==> config.mk <==
export PLATFORM = sky130hd
export DESIGN_NAME = pwm_timing_config
export DESIGN_NICKNAME = d
export VERILOG_FILES = /design/src/core/pwm_timing_config_pkg.sv /design/src/core/pwm_timing_config.sv
export SDC_FILE = /design/constraint.sdc
export NUM_CORES = 1
export LEC_CHECK = 0
export BUFFER_PORTS_ARGS = -buffer_cell sky130_fd_sc_hd__buf_2
export CELL_PAD_IN_SITES_DETAIL_PLACEMENT = 0
export CELL_PAD_IN_SITES_GLOBAL_PLACEMENT = 1
export CORE_ASPECT_RATIO = 1.75
export CORE_MARGIN = 3
export CORE_UTILIZATION = 48
export CTS_CLUSTER_DIAMETER = 200
export DETAILED_ROUTE_END_ITERATION = 7
export PLACE_DENSITY = 0.89
export SYNTH_ARGS = -nofsm -noshare
export SYNTH_HDL_FRONTEND = slang
export SYNTH_SLANG_ARGS = --single-unit
==> constraint.sdc <==
create_clock -name ref_clk -period 8.6 [get_ports ref_clk]
set_input_delay 0.43 -clock ref_clk [delete_from_list [all_inputs] [get_ports ref_clk]]
set_output_delay 0.43 -clock ref_clk [all_outputs]
set_load 0.005 [all_outputs]
==> src/core/pwm_timing_config_pkg.sv <==
// Constants, register map and field layout for the modulator timing and configuration block.
package pwm_timing_config_pkg;

    // ------------------------------------------------------------------
    // Register indices (byte address is four times the index)
    // ------------------------------------------------------------------
    localparam logic [23:0] CTL_ONE_IDX    = 24'hFFE381;
    localparam logic [23:0] DEAD_TIME_IDX  = 24'hFFE382;
    localparam logic [23:0] MIN_PULSE_IDX  = 24'hFFE383;
    localparam logic [23:0] CLK_SOURCE_IDX = 24'hFFE38D;
    localparam logic [23:0] STATUS_IDX     = 24'hFFE38E;

    localparam logic [31:0] CTL_ONE_ADDR    = {6'h00, CTL_ONE_IDX, 2'h0};
    localparam logic [31:0] DEAD_TIME_ADDR  = {6'h00, DEAD_TIME_IDX, 2'h0};
    localparam logic [31:0] MIN_PULSE_ADDR  = {6'h00, MIN_PULSE_IDX, 2'h0};
    localparam logic [31:0] CLK_SOURCE_ADDR = {6'h00, CLK_SOURCE_IDX, 2'h0};
    localparam logic [31:0] STATUS_ADDR     = {6'h00, STATUS_IDX, 2'h0};

    // ------------------------------------------------------------------
    // Field positions of the secondary modulator control register
    // ------------------------------------------------------------------
    localparam int RATE_LSB      = 6;
    localparam int INDEP_BIT     = 5;
    localparam int PAIR0_INV_BIT = 2;
    localparam int DIV_LSB       = 0;

    // ------------------------------------------------------------------
    // Reset values and the longest dead time
    // ------------------------------------------------------------------
    localparam logic [7:0] CTL_ONE_RST   = 8'h00;
    localparam logic [7:0] DEAD_TIME_RST = 8'h01;
    localparam logic [7:0] MIN_PULSE_RST = 8'h00;
    localparam logic [8:0] DEAD_TIME_MAX = 9'h100;

    // ------------------------------------------------------------------
    // Bus responses
    // ------------------------------------------------------------------
    localparam logic [1:0] RESP_OKAY   = 2'h0;
    localparam logic [1:0] RESP_SLVERR = 2'h2;

    // Read state of the bus slave.
    typedef enum logic [1:0] {
        RD_IDLE = 2'h1,
        RD_RESP = 2'h2
    } rd_state_t;

endpackage

==> src/core/pwm_timing_config.sv <==
// Timing shaping, dead time, pulse filter and configuration registers of the six-output modulator.
//
// Function
// - A reload event is produced every 1, 2, 4 or 8 periods for rate codes 00 to 11.
// - The reload rate is double-buffered and a new rate acts only when the running period ends.
// - Reads of the reload rate and divider fields return the holding value, not the working one.
// - With independent mode clear the outputs form three complementary pairs, else six independent channels.
// - Each pair has a polarity bit that inverts both of its outputs when set.
// - The divider divides the selected input clock by 1, 2, 4 or 8 for codes 00 to 11.
// - A written divider value reaches the counter only at a reload event that comes with values ready.
// - Dead time is an 8-bit count of undivided input clock ticks.
// - The smallest dead time is 1 and a value of 00h gives the longest dead time.
// - The dead time register takes only the first write after reset and ignores later ones.
// - During dead time both outputs of a complementary pair are deasserted.
// - The minimum pulse field sets the shortest high or low pulse in modulator clock ticks.
// - The effective minimum width is dead time plus minimum pulse, scaled by the working divider.
// - With values ready, the divider and external period and duty copies happen at the next reload.
//
// The AXI4-Lite interface to the registers was chosen for this implementation.
`timescale 1ns/10ps
module pwm_timing_config
    import pwm_timing_config_pkg::*;
(
    input  wire logic        ref_clk,
    input  wire logic        rst_b,
    input  wire logic [31:0] s_axi_awaddr,
    input  wire logic        s_axi_awvalid,
    output logic             s_axi_awready,
    input  wire logic [31:0] s_axi_wdata,
    input  wire logic [3:0]  s_axi_wstrb,
    input  wire logic        s_axi_wvalid,
    output logic             s_axi_wready,
    output logic [1:0]       s_axi_bresp,
    output logic             s_axi_bvalid,
    input  wire logic        s_axi_bready,
    input  wire logic [31:0] s_axi_araddr,
    input  wire logic        s_axi_arvalid,
    output logic             s_axi_arready,
    output logic [31:0]      s_axi_rdata,
    output logic [1:0]       s_axi_rresp,
    output logic             s_axi_rvalid,
    input  wire logic        s_axi_rready,
    input  wire logic        external_modulator_clock_in,
    input  wire logic        period_end,
    input  wire logic        values_ready,
    input  wire logic [5:0]  duty_level,
    output logic [5:0]       pwm_out,
    output logic             reload_evt,
    output logic             load_working,
    output logic             prescale_tick,
    output logic [1:0]       working_divider
);

    // ------------------------------------------------------------------
    // State
    // ------------------------------------------------------------------
    logic            awready_r, wready_r, bvalid_r, arready_r;
    logic [1:0]      bresp_r, rresp_r;
    logic [31:0]     rdata_r;
    logic            aw_got_r, w_got_r;
    logic [31:0]     awaddr_r, wdata_r;
    logic [3:0]      wstrb_r;
    rd_state_t       rd_state_r;
    logic [7:0]      ctl_hold_r, dt_r, mpf_r;
    logic            dt_locked_r, clk_src_r, ext_d_r;
    logic [1:0]      rate_work_r, div_work_r;
    logic [2:0]      rl_cnt_r, div_cnt_r;
    logic            reload_r, load_r, presc_r;
    logic [5:0]      filt_r, pwm_r;
    logic [12:0]     fcnt_r [6];
    logic            last_r [3];
    logic [8:0]      dcnt_r [3];

    // ------------------------------------------------------------------
    // Bus handshake decoding
    // ------------------------------------------------------------------
    wire        aw_hs      = s_axi_awvalid & awready_r;
    wire        w_hs       = s_axi_wvalid & wready_r;
    wire        b_hs       = bvalid_r & s_axi_bready;
    wire        ar_hs      = s_axi_arvalid & arready_r;
    wire        wr_fire    = (aw_got_r | aw_hs) & (w_got_r | w_hs) & ~bvalid_r;
    wire        bvalid_nxt = wr_fire | (bvalid_r & ~b_hs);
    wire        aw_got_nxt = ~wr_fire & (aw_got_r | aw_hs);
    wire        w_got_nxt  = ~wr_fire & (w_got_r | w_hs);
    wire        rvalid_nxt = ar_hs | ((rd_state_r == RD_RESP) & ~s_axi_rready);
    wire [31:0] wr_addr    = aw_got_r ? awaddr_r : s_axi_awaddr;
    wire [31:0] wr_data    = w_got_r ? wdata_r : s_axi_wdata;
    wire        wr_lane0   = w_got_r ? wstrb_r[0] : s_axi_wstrb[0];
    wire [7:0]  wr_byte    = wr_data[7:0];

    // Write address decoding; an unmapped or read-only target returns an error.
    wire wr_ctl  = wr_fire & (wr_addr == CTL_ONE_ADDR);
    wire wr_dt   = wr_fire & (wr_addr == DEAD_TIME_ADDR);
    wire wr_mpf  = wr_fire & (wr_addr == MIN_PULSE_ADDR);
    wire wr_src  = wr_fire & (wr_addr == CLK_SOURCE_ADDR);
    wire wr_ok   = wr_ctl | wr_dt | wr_mpf | wr_src;
    wire dt_take = wr_dt & wr_lane0 & ~dt_locked_r;

    // Read address decoding and data selection.
    wire        rd_ctl = s_axi_araddr == CTL_ONE_ADDR;
    wire        rd_dt  = s_axi_araddr == DEAD_TIME_ADDR;
    wire        rd_mpf = s_axi_araddr == MIN_PULSE_ADDR;
    wire        rd_src = s_axi_araddr == CLK_SOURCE_ADDR;
    wire        rd_sts = s_axi_araddr == STATUS_ADDR;
    wire        rd_ok  = rd_ctl | rd_dt | rd_mpf | rd_src | rd_sts;
    wire [7:0]  sts_byte = {dt_locked_r, rl_cnt_r, rate_work_r, div_work_r};
    wire [31:0] rd_word;
    assign rd_word = rd_ctl ? {24'h000000, ctl_hold_r} :
                     rd_dt  ? {24'h000000, dt_r} :
                     rd_mpf ? {24'h000000, mpf_r} :
                     rd_src ? {31'h00000000, clk_src_r} :
                     rd_sts ? {24'h000000, sts_byte} : 32'h00000000;

    // Write channel registers; awready and wready drop once their item is held.
    always_ff @(posedge ref_clk) begin
        if (!rst_b) begin
            awready_r <= 1'b0;
            wready_r  <= 1'b0;
            bvalid_r  <= 1'b0;
            bresp_r   <= RESP_OKAY;
            aw_got_r  <= 1'b0;
            w_got_r   <= 1'b0;
            awaddr_r  <= 32'h00000000;
            wdata_r   <= 32'h00000000;
            wstrb_r   <= 4'h0;
        end else begin
            awready_r <= ~aw_got_nxt & ~bvalid_nxt;
            wready_r  <= ~w_got_nxt & ~bvalid_nxt;
            bvalid_r  <= bvalid_nxt;
            aw_got_r  <= aw_got_nxt;
            w_got_r   <= w_got_nxt;
            if (wr_fire) begin
                bresp_r <= wr_ok ? RESP_OKAY : RESP_SLVERR;
            end
            if (aw_hs) begin
                awaddr_r <= s_axi_awaddr;
            end
            if (w_hs) begin
                wdata_r <= s_axi_wdata;
                wstrb_r <= s_axi_wstrb;
            end
        end
    end

    // Read channel; a single read is answered one edge after its address is taken.
    always_ff @(posedge ref_clk) begin
        if (!rst_b) begin
            rd_state_r <= RD_IDLE;
            arready_r  <= 1'b0;
            rdata_r    <= 32'h00000000;
            rresp_r    <= RESP_OKAY;
        end else begin
            arready_r <= ~rvalid_nxt;
            case (rd_state_r)
                RD_IDLE: begin
                    if (ar_hs) begin
                        rd_state_r <= RD_RESP;
                        rdata_r    <= rd_word;
                        rresp_r    <= rd_ok ? RESP_OKAY : RESP_SLVERR;
                    end
                end
                RD_RESP: begin
                    if (s_axi_rready) begin
                        rd_state_r <= RD_IDLE;
                    end
                end
                default: begin
                    rd_state_r <= RD_IDLE;
                end
            endcase
        end
    end

    // ------------------------------------------------------------------
    // Configuration registers
    // ------------------------------------------------------------------
    // The block does not lock writes while running; software is trusted to stop the modulator first.
    always_ff @(posedge ref_clk) begin
        if (!rst_b) begin
            ctl_hold_r  <= CTL_ONE_RST;
            dt_r        <= DEAD_TIME_RST;
            mpf_r       <= MIN_PULSE_RST;
            dt_locked_r <= 1'b0;
            clk_src_r   <= 1'b0;
        end else begin
            if (wr_ctl & wr_lane0) begin
                ctl_hold_r <= wr_byte;
            end
            if (dt_take) begin
                dt_r        <= wr_byte;
                dt_locked_r <= 1'b1;
            end
            if (wr_mpf & wr_lane0) begin
                mpf_r <= wr_byte;
            end
            if (wr_src & wr_lane0) begin
                clk_src_r <= wr_byte[0];
            end
        end
    end

    // ------------------------------------------------------------------
    // Input clock tick, reload rate and divider
    // ------------------------------------------------------------------
    wire       in_tick   = clk_src_r ? (external_modulator_clock_in & ~ext_d_r) : 1'b1;
    wire [1:0] rate_hold = ctl_hold_r[RATE_LSB +: 2];
    wire [1:0] div_hold  = ctl_hold_r[DIV_LSB +: 2];
    wire       indep     = ctl_hold_r[INDEP_BIT];
    wire [2:0] rate_max  = {rate_work_r == 2'h3, rate_work_r[1], |rate_work_r};
    wire [2:0] div_max   = {div_work_r == 2'h3, div_work_r[1], |div_work_r};
    wire       rl_hit    = period_end & (rl_cnt_r == rate_max);
    wire       dv_hit    = in_tick & (div_cnt_r == div_max);
    wire       do_copy   = rl_hit & values_ready;

    // The rate compare above uses the old working rate, so a new rate starts with the next period.
    always_ff @(posedge ref_clk) begin
        if (!rst_b) begin
            ext_d_r     <= 1'b0;
            rate_work_r <= CTL_ONE_RST[RATE_LSB +: 2];
            div_work_r  <= CTL_ONE_RST[DIV_LSB +: 2];
            rl_cnt_r    <= 3'h0;
            div_cnt_r   <= 3'h0;
            reload_r    <= 1'b0;
            load_r      <= 1'b0;
            presc_r     <= 1'b0;
        end else begin
            ext_d_r  <= external_modulator_clock_in;
            reload_r <= rl_hit;
            load_r   <= do_copy;
            presc_r  <= dv_hit;
            if (period_end) begin
                rate_work_r <= rate_hold;
                rl_cnt_r    <= rl_hit ? 3'h0 : rl_cnt_r + 3'h1;
            end
            if (do_copy) begin
                div_work_r <= div_hold;
            end
            if (in_tick) begin
                div_cnt_r <= dv_hit ? 3'h0 : div_cnt_r + 3'h1;
            end
        end
    end

    // ------------------------------------------------------------------
    // Minimum pulse filter, one per channel
    // ------------------------------------------------------------------
    // Filtering the requested levels ahead of the dead time keeps the dead-time gap itself intact.
    wire [8:0]  dt_eff = (dt_r == 8'h00) ? DEAD_TIME_MAX : {1'b0, dt_r};
    wire [9:0]  pulse_sum = {1'b0, dt_eff} + {2'h0, mpf_r};
    wire [12:0] min_w = {3'h0, pulse_sum} << div_work_r;

    genvar gi;
    generate
        for (gi = 0; gi < 6; gi++) begin : g_filt
            wire differs = duty_level[gi] != filt_r[gi];
            wire adopt   = differs & in_tick & (fcnt_r[gi] + 13'h0001 >= min_w);
            // A request must persist for the full width before the output level follows it.
            always_ff @(posedge ref_clk) begin
                if (!rst_b) begin
                    filt_r[gi] <= 1'b0;
                    fcnt_r[gi] <= 13'h0000;
                end else begin
                    if (!differs || adopt) begin
                        fcnt_r[gi] <= 13'h0000;
                    end else if (in_tick) begin
                        fcnt_r[gi] <= fcnt_r[gi] + 13'h0001;
                    end
                    if (adopt) begin
                        filt_r[gi] <= duty_level[gi];
                    end
                end
            end
        end
    endgenerate

    // ------------------------------------------------------------------
    // Dead time and polarity, one per pair
    // ------------------------------------------------------------------
    generate
        for (gi = 0; gi < 3; gi++) begin : g_pair
            wire edge_seen = filt_r[2*gi] != last_r[gi];
            wire gap       = dcnt_r[gi] != 9'h000;
            wire inv       = ctl_hold_r[PAIR0_INV_BIT + gi];
            wire hi_lvl    = indep ? filt_r[2*gi] : (last_r[gi] & ~gap);
            wire lo_lvl    = indep ? filt_r[2*gi+1] : (~last_r[gi] & ~gap);
            // Dead time counts undivided ticks so the divider never stretches the gap.
            always_ff @(posedge ref_clk) begin
                if (!rst_b) begin
                    last_r[gi]   <= 1'b0;
                    dcnt_r[gi]   <= 9'h000;
                    pwm_r[2*gi]   <= 1'b0;
                    pwm_r[2*gi+1] <= 1'b0;
                end else begin
                    last_r[gi] <= filt_r[2*gi];
                    if (edge_seen && !indep) begin
                        dcnt_r[gi] <= dt_eff;
                    end else if (gap && in_tick) begin
                        dcnt_r[gi] <= dcnt_r[gi] - 9'h001;
                    end
                    pwm_r[2*gi]   <= hi_lvl ^ inv;
                    pwm_r[2*gi+1] <= lo_lvl ^ inv;
                end
            end
        end
    endgenerate

    // ------------------------------------------------------------------
    // Outputs
    // ------------------------------------------------------------------
    assign s_axi_awready   = awready_r;
    assign s_axi_wready    = wready_r;
    assign s_axi_bvalid    = bvalid_r;
    assign s_axi_bresp     = bresp_r;
    assign s_axi_arready   = arready_r;
    assign s_axi_rvalid    = rd_state_r == RD_RESP;
    assign s_axi_rdata     = rdata_r;
    assign s_axi_rresp     = rresp_r;
    assign pwm_out         = pwm_r;
    assign reload_evt      = reload_r;
    assign load_working    = load_r;
    assign prescale_tick   = presc_r;
    assign working_divider = div_work_r;

    wire edge_seen0 = filt_r[0] != last_r[0];
endmodule // pwm_timing_config

==> run metrics, run 1 <==
Area Growth Syn to Fin=11.8%; gr usage total=21.5%; PwrDens=166 nW/um^2; core area=about 27,000 sq um; setup TNS=0 ns; Die Area=around 29,000 sq um; Via-to-Cell Ratio=about 5.5; Resize count post-CTS=0; Required @ worst endpoint=8.95 ns; Num CTS Buffers=22; Tcrit/Tclk final=roughly three fifths; port bufs=about 110; Cell variety after synth=68; Int Pwr=1.85 mW; Core Util, Final=54.7%; H-tree depth=1; worst stage delay on the critical path=0.85 ns; first-pass GRT wire length=50,500 um; CTS Hold Bufs=0; Layout fillers=between 2,000 and 3,000; sw frac=between 20% and 30%; crit path kind=reg -> reg; Inserted Diodes=0; CP max FO=13; Synth Warn #=0; Worst Path Arrival=between 5 and 6 ns; WHS=0.128 ns; Max IR drop VDD=0.136 mV; WL per Instance=16.7 um; Setup Fix Bufs, Post-CTS=0; Post-synth EDFFs=105; Mapped Avg Cell Area=9.10 sq um; largest net degree at the start of global routing=67; CP Cell Sequence=ha_1 > inv_1 > fa_1 > nor2b_1 > o21a_1 > a311oi_1 > a21oi_1 > xor2_1 > a2bb2oi_1 > ha_1 > nand4_1 > nor3_1 > a211oi_1 > nand3_1 > nor2b_1; initial core utilization=48.9%; DRT Pass-1 Iters=5; Max Fclk=0.198 GHz; DR vias=10,500; Post-synth ARST share=0%; P_sw=0.581 mW; drt total wl=31,900 um; Final setup viols=0; Final nets=1,743; Root Driver=clkbuf_16; area of the mapped netlist=13,100 sq um; clock latency on the worst-skew pair=roughly 0.52 ns; unrepaired setup endpoints after global routing=false; register bit total from synthesis=219; clock skew=about 0.016 ns; Synth Flop Type=dfxtp_1; Clock power frac=42.8%; register area share after synthesis=41.5%; GRT overflow=0; post-synthesis cell count=1,440; Final Hold Fails=0; RD Place Congestion=just under 0.9; minimum clock period=5.05 ns; antenna-violating nets left=0; Die Width=131 um; Reg clk slew, reported paths=0.07 ns; Hold Crit Class=in -> reg; hpwl dp=23,600 um; DRC Markers=0; Crit. End Element=flop; vias in the first global route=10,200; number of max-cap violations=0; outcome=completed; clk buf depth=3; # rows=79; CTS tree=built; Flop pwr share=48.4%; Slew headroom=29.2%; fin. max-slew vios=0; 1st-iter DRT viols=between 600 and 700; Critical Path Start Type=flop; Crit-path slowest cell=a2bb2oi_1; initial antenna violation count=1; layout cells sized above 1=between 10% and 20%; Leak Pwr=6.07 nW; Least-Margin Pin Slew=1.06 ns; combinational share of power=8.8%; DIE HEIGHT=225 um; clock sink total=about 220; num ports=168
cell usage in the layout (no fill, tap or decap), types with 4 or more instances in the layout:
master / instances
a211oi_1: 15
a21boi_0: 4
a21o_1: 6
a21oi_1: 99
a22oi_1: 6
a31oi_1: 5
and2_1: 14
and3_1: 21
and4_1: 6
buf_2: 114
buf_4: 6
clkbuf_1: 5
clkbuf_16: 28
conb_1: 26
dfxtp_1: 114
edfxtp_1: 105
ha_1: 97
inv_1: 26
mux2_2: 10
mux2i_1: 37
nand2_1: 236
nand2b_1: 5
nand3_1: 50
nand4_1: 21
nor2_1: 107
nor2b_1: 88
nor3_1: 21
nor3b_1: 6
nor4_1: 8
nor4b_1: 5
o21a_1: 4
o21ai_0: 67
o22ai_1: 6
xnor2_1: 61
xor2_1: 49
Yosys cell counts (4+ instances only):
master	count	area share, %
a21boi_0	4	0.23
a21o_1	6	0.34
nor2_1	107	3.1
nand4_1	21	1.0
a31oi_1	5	0.24
clkbuf_1	50	1.4
xor2_1	49	3.3
and4_1	6	0.40
a22oi_1	6	0.34
nor4_1	8	0.38
and3_1	21	1.0
and2_1	14	0.67
nand2b_1	5	0.24
edfxtp_1	105	24
mux2_2	10	0.86
nor4b_1	5	0.33
nand3_1	50	1.9
inv_1	27	0.77
dfxtp_1	114	17
o21a_1	4	0.23
a21oi_1	99	3.8
nand2_1	236	6.8
o22ai_1	6	0.29
buf_4	26	1.5
a211oi_1	15	0.86
nor2b_1	88	4.2
xnor2_1	61	4.1
nor3_1	22	0.84
mux2i_1	37	2.8
ha_1	97	9.3
o21ai_0	69	2.6
nor3b_1	6	0.34
sequential cells by signal, indices dropped and copies added, names as in the netlist, 6 cells and up:
register and flops:
awaddr_r 32, ctl_hold_r 8, dcnt_r 27, dt_r 8
fcnt_r 78, filt_r 6, mpf_r 8, pwm_out 6
s_axi_rdata 8, wdata_r 8
per-stage QoR:
step,setup WS [ns],power [mW],cells,cell area (sq um)
final,3.55,2.43,1909,14700
after global routing,3.33,2.52,1909,14700
after CTS,3.54,2.45,1909,14700
after detailed placement,3.53,1.41,1869,13900
after global placement,3.73,1.41,1869,13900
after floorplan,4.50,1.35,1465,13200
kinds of logic (layout without fill, tap and decap cells):
family	count (synthesis)	in the layout	synth area share, %
fa+ha+maj	98	98	9.42
other cells	1	26	0.0286
flops	219	219	41.5
compound gates	241	241	10.7
simple gates	613	613	22.9
xor+xnor	110	110	7.35
buf+inv	108	188	3.92
mux	50	50	4.20
layout make-up:
class | instances | area (sq um) | share of cell area [%]
repair buffers | 120 | 616 | 4.20
well taps | 364 | 455 | 3.11
flip-flops and latches | 219 | 5440 | 37.1
clock buffers | 34 | 733 | 5.00
multi-input cells | 1138 | 7250 | 49.5
inverters | 28 | 105 | 0.717
clock inverters | 6 | 55.1 | 0.376
power by group through the flow:
stage | Combinational, mW | Clock [mW] | Sequential (mW)
after detailed placement | 0.213 | 0 | 1.20
final | 0.214 | 1.04 | 1.18
after CTS | 0.215 | 1.06 | 1.18
after global placement | 0.210 | 0 | 1.20
after global routing | 0.242 | 1.09 | 1.18
after floorplan | 0.163 | 0 | 1.19
layer usage:
metal | GRT usage (%) | vias to the layer above | routed length [um]
met4 | 8.50 | 2 | 1270
met3 | 2.52 | 71 | 1220
met1 | 23.5 | 4926 | 12000
met2 | 40.9 | 260 | 17300
met5 | 0 | - | 7
li1 | - | 5207 | -
worst max-delay path: cells and delay by family (launching register included):
kind / cells / cell delay [ns]
xor+xnor: 1 / 0.30
flops: 1 / 0.58
compound gates: 5 / 1.78
simple gates: 5 / 1.10
fa+ha+maj: 3 / 1.08
buf+inv: 1 / 0.06
worst paths after layout:
| check | cells past startpoint | slack (ns) | from | to |
|---|---|---|---|---|
| worst max-delay path | 15 | 3.55 | dt_r[0]$_SDFFE_PN1P_ | fcnt_r[0][12]$_SDFFCE_PN0P_ |
| worst min-delay path | 2 | 0.13 | external_modulator_clock_in | ext_d_r$_SDFF_PN0_ |
| worst max register to register | 15 | 3.55 | dt_r[0]$_SDFFE_PN1P_ | fcnt_r[0][12]$_SDFFCE_PN0P_ |
| worst min register to register | 2 | 0.45 | s_axi_rdata[0]$_SDFFE_PN0P_ | s_axi_rdata[0]$_SDFFE_PN0P_ |
(Power assumes the default switching activity.)
==> inputs of run 2 (changes only) <==
--- a/config.mk
+++ b/config.mk
@@ -10,10 +10,10 @@
 export CELL_PAD_IN_SITES_GLOBAL_PLACEMENT = 1
 export CORE_ASPECT_RATIO = 1.75
 export CORE_MARGIN = 3
-export CORE_UTILIZATION = 48
+export CORE_UTILIZATION = 45
 export CTS_CLUSTER_DIAMETER = 200
 export DETAILED_ROUTE_END_ITERATION = 7
-export PLACE_DENSITY = 0.89
+export PLACE_DENSITY = 0.84
 export SYNTH_ARGS = -nofsm -noshare
 export SYNTH_HDL_FRONTEND = slang
 export SYNTH_SLANG_ARGS = --single-unit
==> constraint.sdc (replaced) <==
create_clock -name ref_clk -period 5.2 [get_ports ref_clk]
set_input_delay 0.26 -clock ref_clk [delete_from_list [all_inputs] [get_ports ref_clk]]
set_output_delay 0.26 -clock ref_clk [all_outputs]
set_load 0.005 [all_outputs]
==> run metrics, run 2 (same netlist as run 1, synthesis figures left out) <==
outcome=completed; Final WS setup=0.746 ns (-2.80 ns); Clock power frac=42.2% (-0.6 points); Die Area=31,300 sq um (+6.4%); CP max FO=13 (unchanged); most frequent cells in the layout=nand2_1, dfxtp_1, buf_2; unrepaired setup endpoints after global routing=false; Reg clk slew, reported paths=0.06 ns (about the same); GRT overflow=0 (unchanged); P_sw=0.951 mW (+64%); Required @ worst endpoint=5.58 ns (-3.37 ns); clock skew=0.00957 ns (-0.00636 ns); RD Place Congestion=0.823 (-7.7%); Max Fclk=0.225 GHz (+13%); Num CTS Buffers=22 (unchanged); gr usage total=19.8% (-1.7 points); Setup Fix Bufs, Post-CTS=0 (unchanged); hpwl dp=23,800 um (+1.1%); fin. max-slew vios=0 (unchanged); clock latency on the worst-skew pair=0.52 ns (about the same); Int Pwr=3.08 mW (+66%); Least-Margin Pin Slew=1.14 ns (+0.0806 ns); Hold Crit Class=in -> reg; Critical Path Start Type=flop; sw frac=23.6% (-0.30 points); crit path kind=reg -> reg; max FFs per register=78 (unchanged); setup TNS=0 ns (unchanged); DRC Markers=0 (unchanged); antenna-violating nets left=0 (unchanged); Crit. End Element=flop; WHS=0.0237 ns (-0.104 ns); minimum clock period=4.45 ns (-0.600 ns); DIE HEIGHT=232 um (+3.2%); drt total wl=31,600 um (-0.83%); number of max-cap violations=0 (unchanged); commonest non-fill, non-tap cell in the layout=nand2_1; WL per Instance=16.0 um (-4.2%); Final nets=1,797 (+3.1%); CTS tree=built; # rows=82 (+3.8%); Final Hold Fails=0 (unchanged); num ports=168 (unchanged); Area Growth Syn to Fin=15.9%; combinational share of power=9.6% (+0.8 points); DR vias=10,500 (+0.79%); Flop pwr share=48.3% (about the same); port bufs=114 (unchanged); core area=28,600 sq um (+6.9%); clock sink total=219 (unchanged); largest net degree at the start of global routing=55 (-18%); Final setup viols=0 (unchanged); H-tree depth=1 (unchanged); Via-to-Cell Ratio=5.34 (-2.7%); layout cells sized above 1=12.0% (+0.36 points); DP Worst Slack=0.747 ns (-2.79 ns); initial core utilization=45.8% (-3.1 points); clk buf depth=3 (unchanged); Worst Path Arrival=4.83 ns (-0.57 ns); Leak Pwr=6.30 nW (+3.8%); first-pass GRT wire length=50,100 um (-0.79%); Biggest register=fcnt_r; Tcrit/Tclk final=85.7% (+27 points); Largest regs=fcnt_r (78), awaddr_r (32), dcnt_r (27); Root Driver=clkbuf_16; vias in the first global route=10,300 (+0.96%); Die Width=135 um (+3.1%); DRT Pass-1 Iters=4 (-1); Inserted Diodes=0 (unchanged); Layout fillers=2,674 (+5.1%); CTS Hold Bufs=44 (+44); Max IR drop VDD=0.241 mV (+77%); initial antenna violation count=0 (-1); 1st-iter DRT viols=454 (-29%); Slew headroom=23.8% (-5.4 points); PwrDens=265 nW/um^2 (+60%); Resize count post-CTS=0 (unchanged)
-- run 2: worst max-delay path, cell delays in order, from the launching register on --
cell	delay [ns]
dfxtp_1	0.34
ha_1	0.23
inv_1	0.07
fa_1	0.21
nor2b_1	0.06
o21a_1	0.18
a311oi_1	0.38
a21oi_1	0.13
xor2_1	0.19
mux4_2	0.63
ha_1	0.38
nand4_1	0.11
nor2_1	0.06
a21oi_1	0.24
a21boi_0	0.12
or4b_2	0.79
nor2b_1	0.17
-- run 2: power groups by stage --
stage          Combinational, mW  Clock (mW)  Sequential (mW)
6_report                   0.385        1.70             1.94
5_1_grt                    0.432        1.80             1.95
4_1_cts                    0.388        1.74             1.94
3_5_place_dp               0.359           0             1.98
3_3_place_gp               0.352           0             1.98
2_1_floorplan              0.269           0             1.96
-- run 2: metrics by stage --
step / utilization [%] / instance area [sq um] / power (mW) / instances
2_1_floorplan: - / 13200 / 2.23 / 1465
3_3_place_gp: 48.7 / 14000 / 2.33 / 1893
3_5_place_dp: 48.7 / 14000 / 2.34 / 1893
4_1_cts: 53.1 / 15200 / 4.07 / 1977
5_1_grt: 53.1 / 15200 / 4.19 / 1977
6_report: 53.1 / 15200 / 4.03 / 1977
-- run 2: path summary, 6_finish.rpt --
kind	startpoint	end	slack, ns	cells past startpoint
setup / recovery	mpf_r[0]$_SDFFE_PN0P_	fcnt_r[1][11]$_SDFFCE_PN0P_	0.75	16
hold / removal	s_axi_arvalid	s_axi_arready$_SDFF_PN0_	0.02	4
setup reg to reg	mpf_r[0]$_SDFFE_PN0P_	fcnt_r[1][11]$_SDFFCE_PN0P_	0.75	16
hold reg to reg	awaddr_r[7]$_SDFFE_PN0P_	awaddr_r[7]$_SDFFE_PN0P_	0.45	2
-- run 2: routing by layer --
layer / vias up / wire length [um] / global-route usage, %
met5: - / 0 / 0
met4: 0 / 1500 / 9.46
met3: 69 / 1220 / 2.36
met2: 224 / 17100 / 38.5
met1: 4944 / 11800 / 20.5
li1: 5312 / - / -
-- run 2: area by class of cell --
cell class,instances,area [sq um],area share [%]
Clock buffer,33,728,4.80
Clock inverter,7,62.6,0.412
Inverter,28,105,0.692
Multi-Input combinational cell,1138,7250,47.7
Sequential cell,219,5440,35.8
Tap cell,378,473,3.11
Timing Repair Buffer,174,1130,7.45
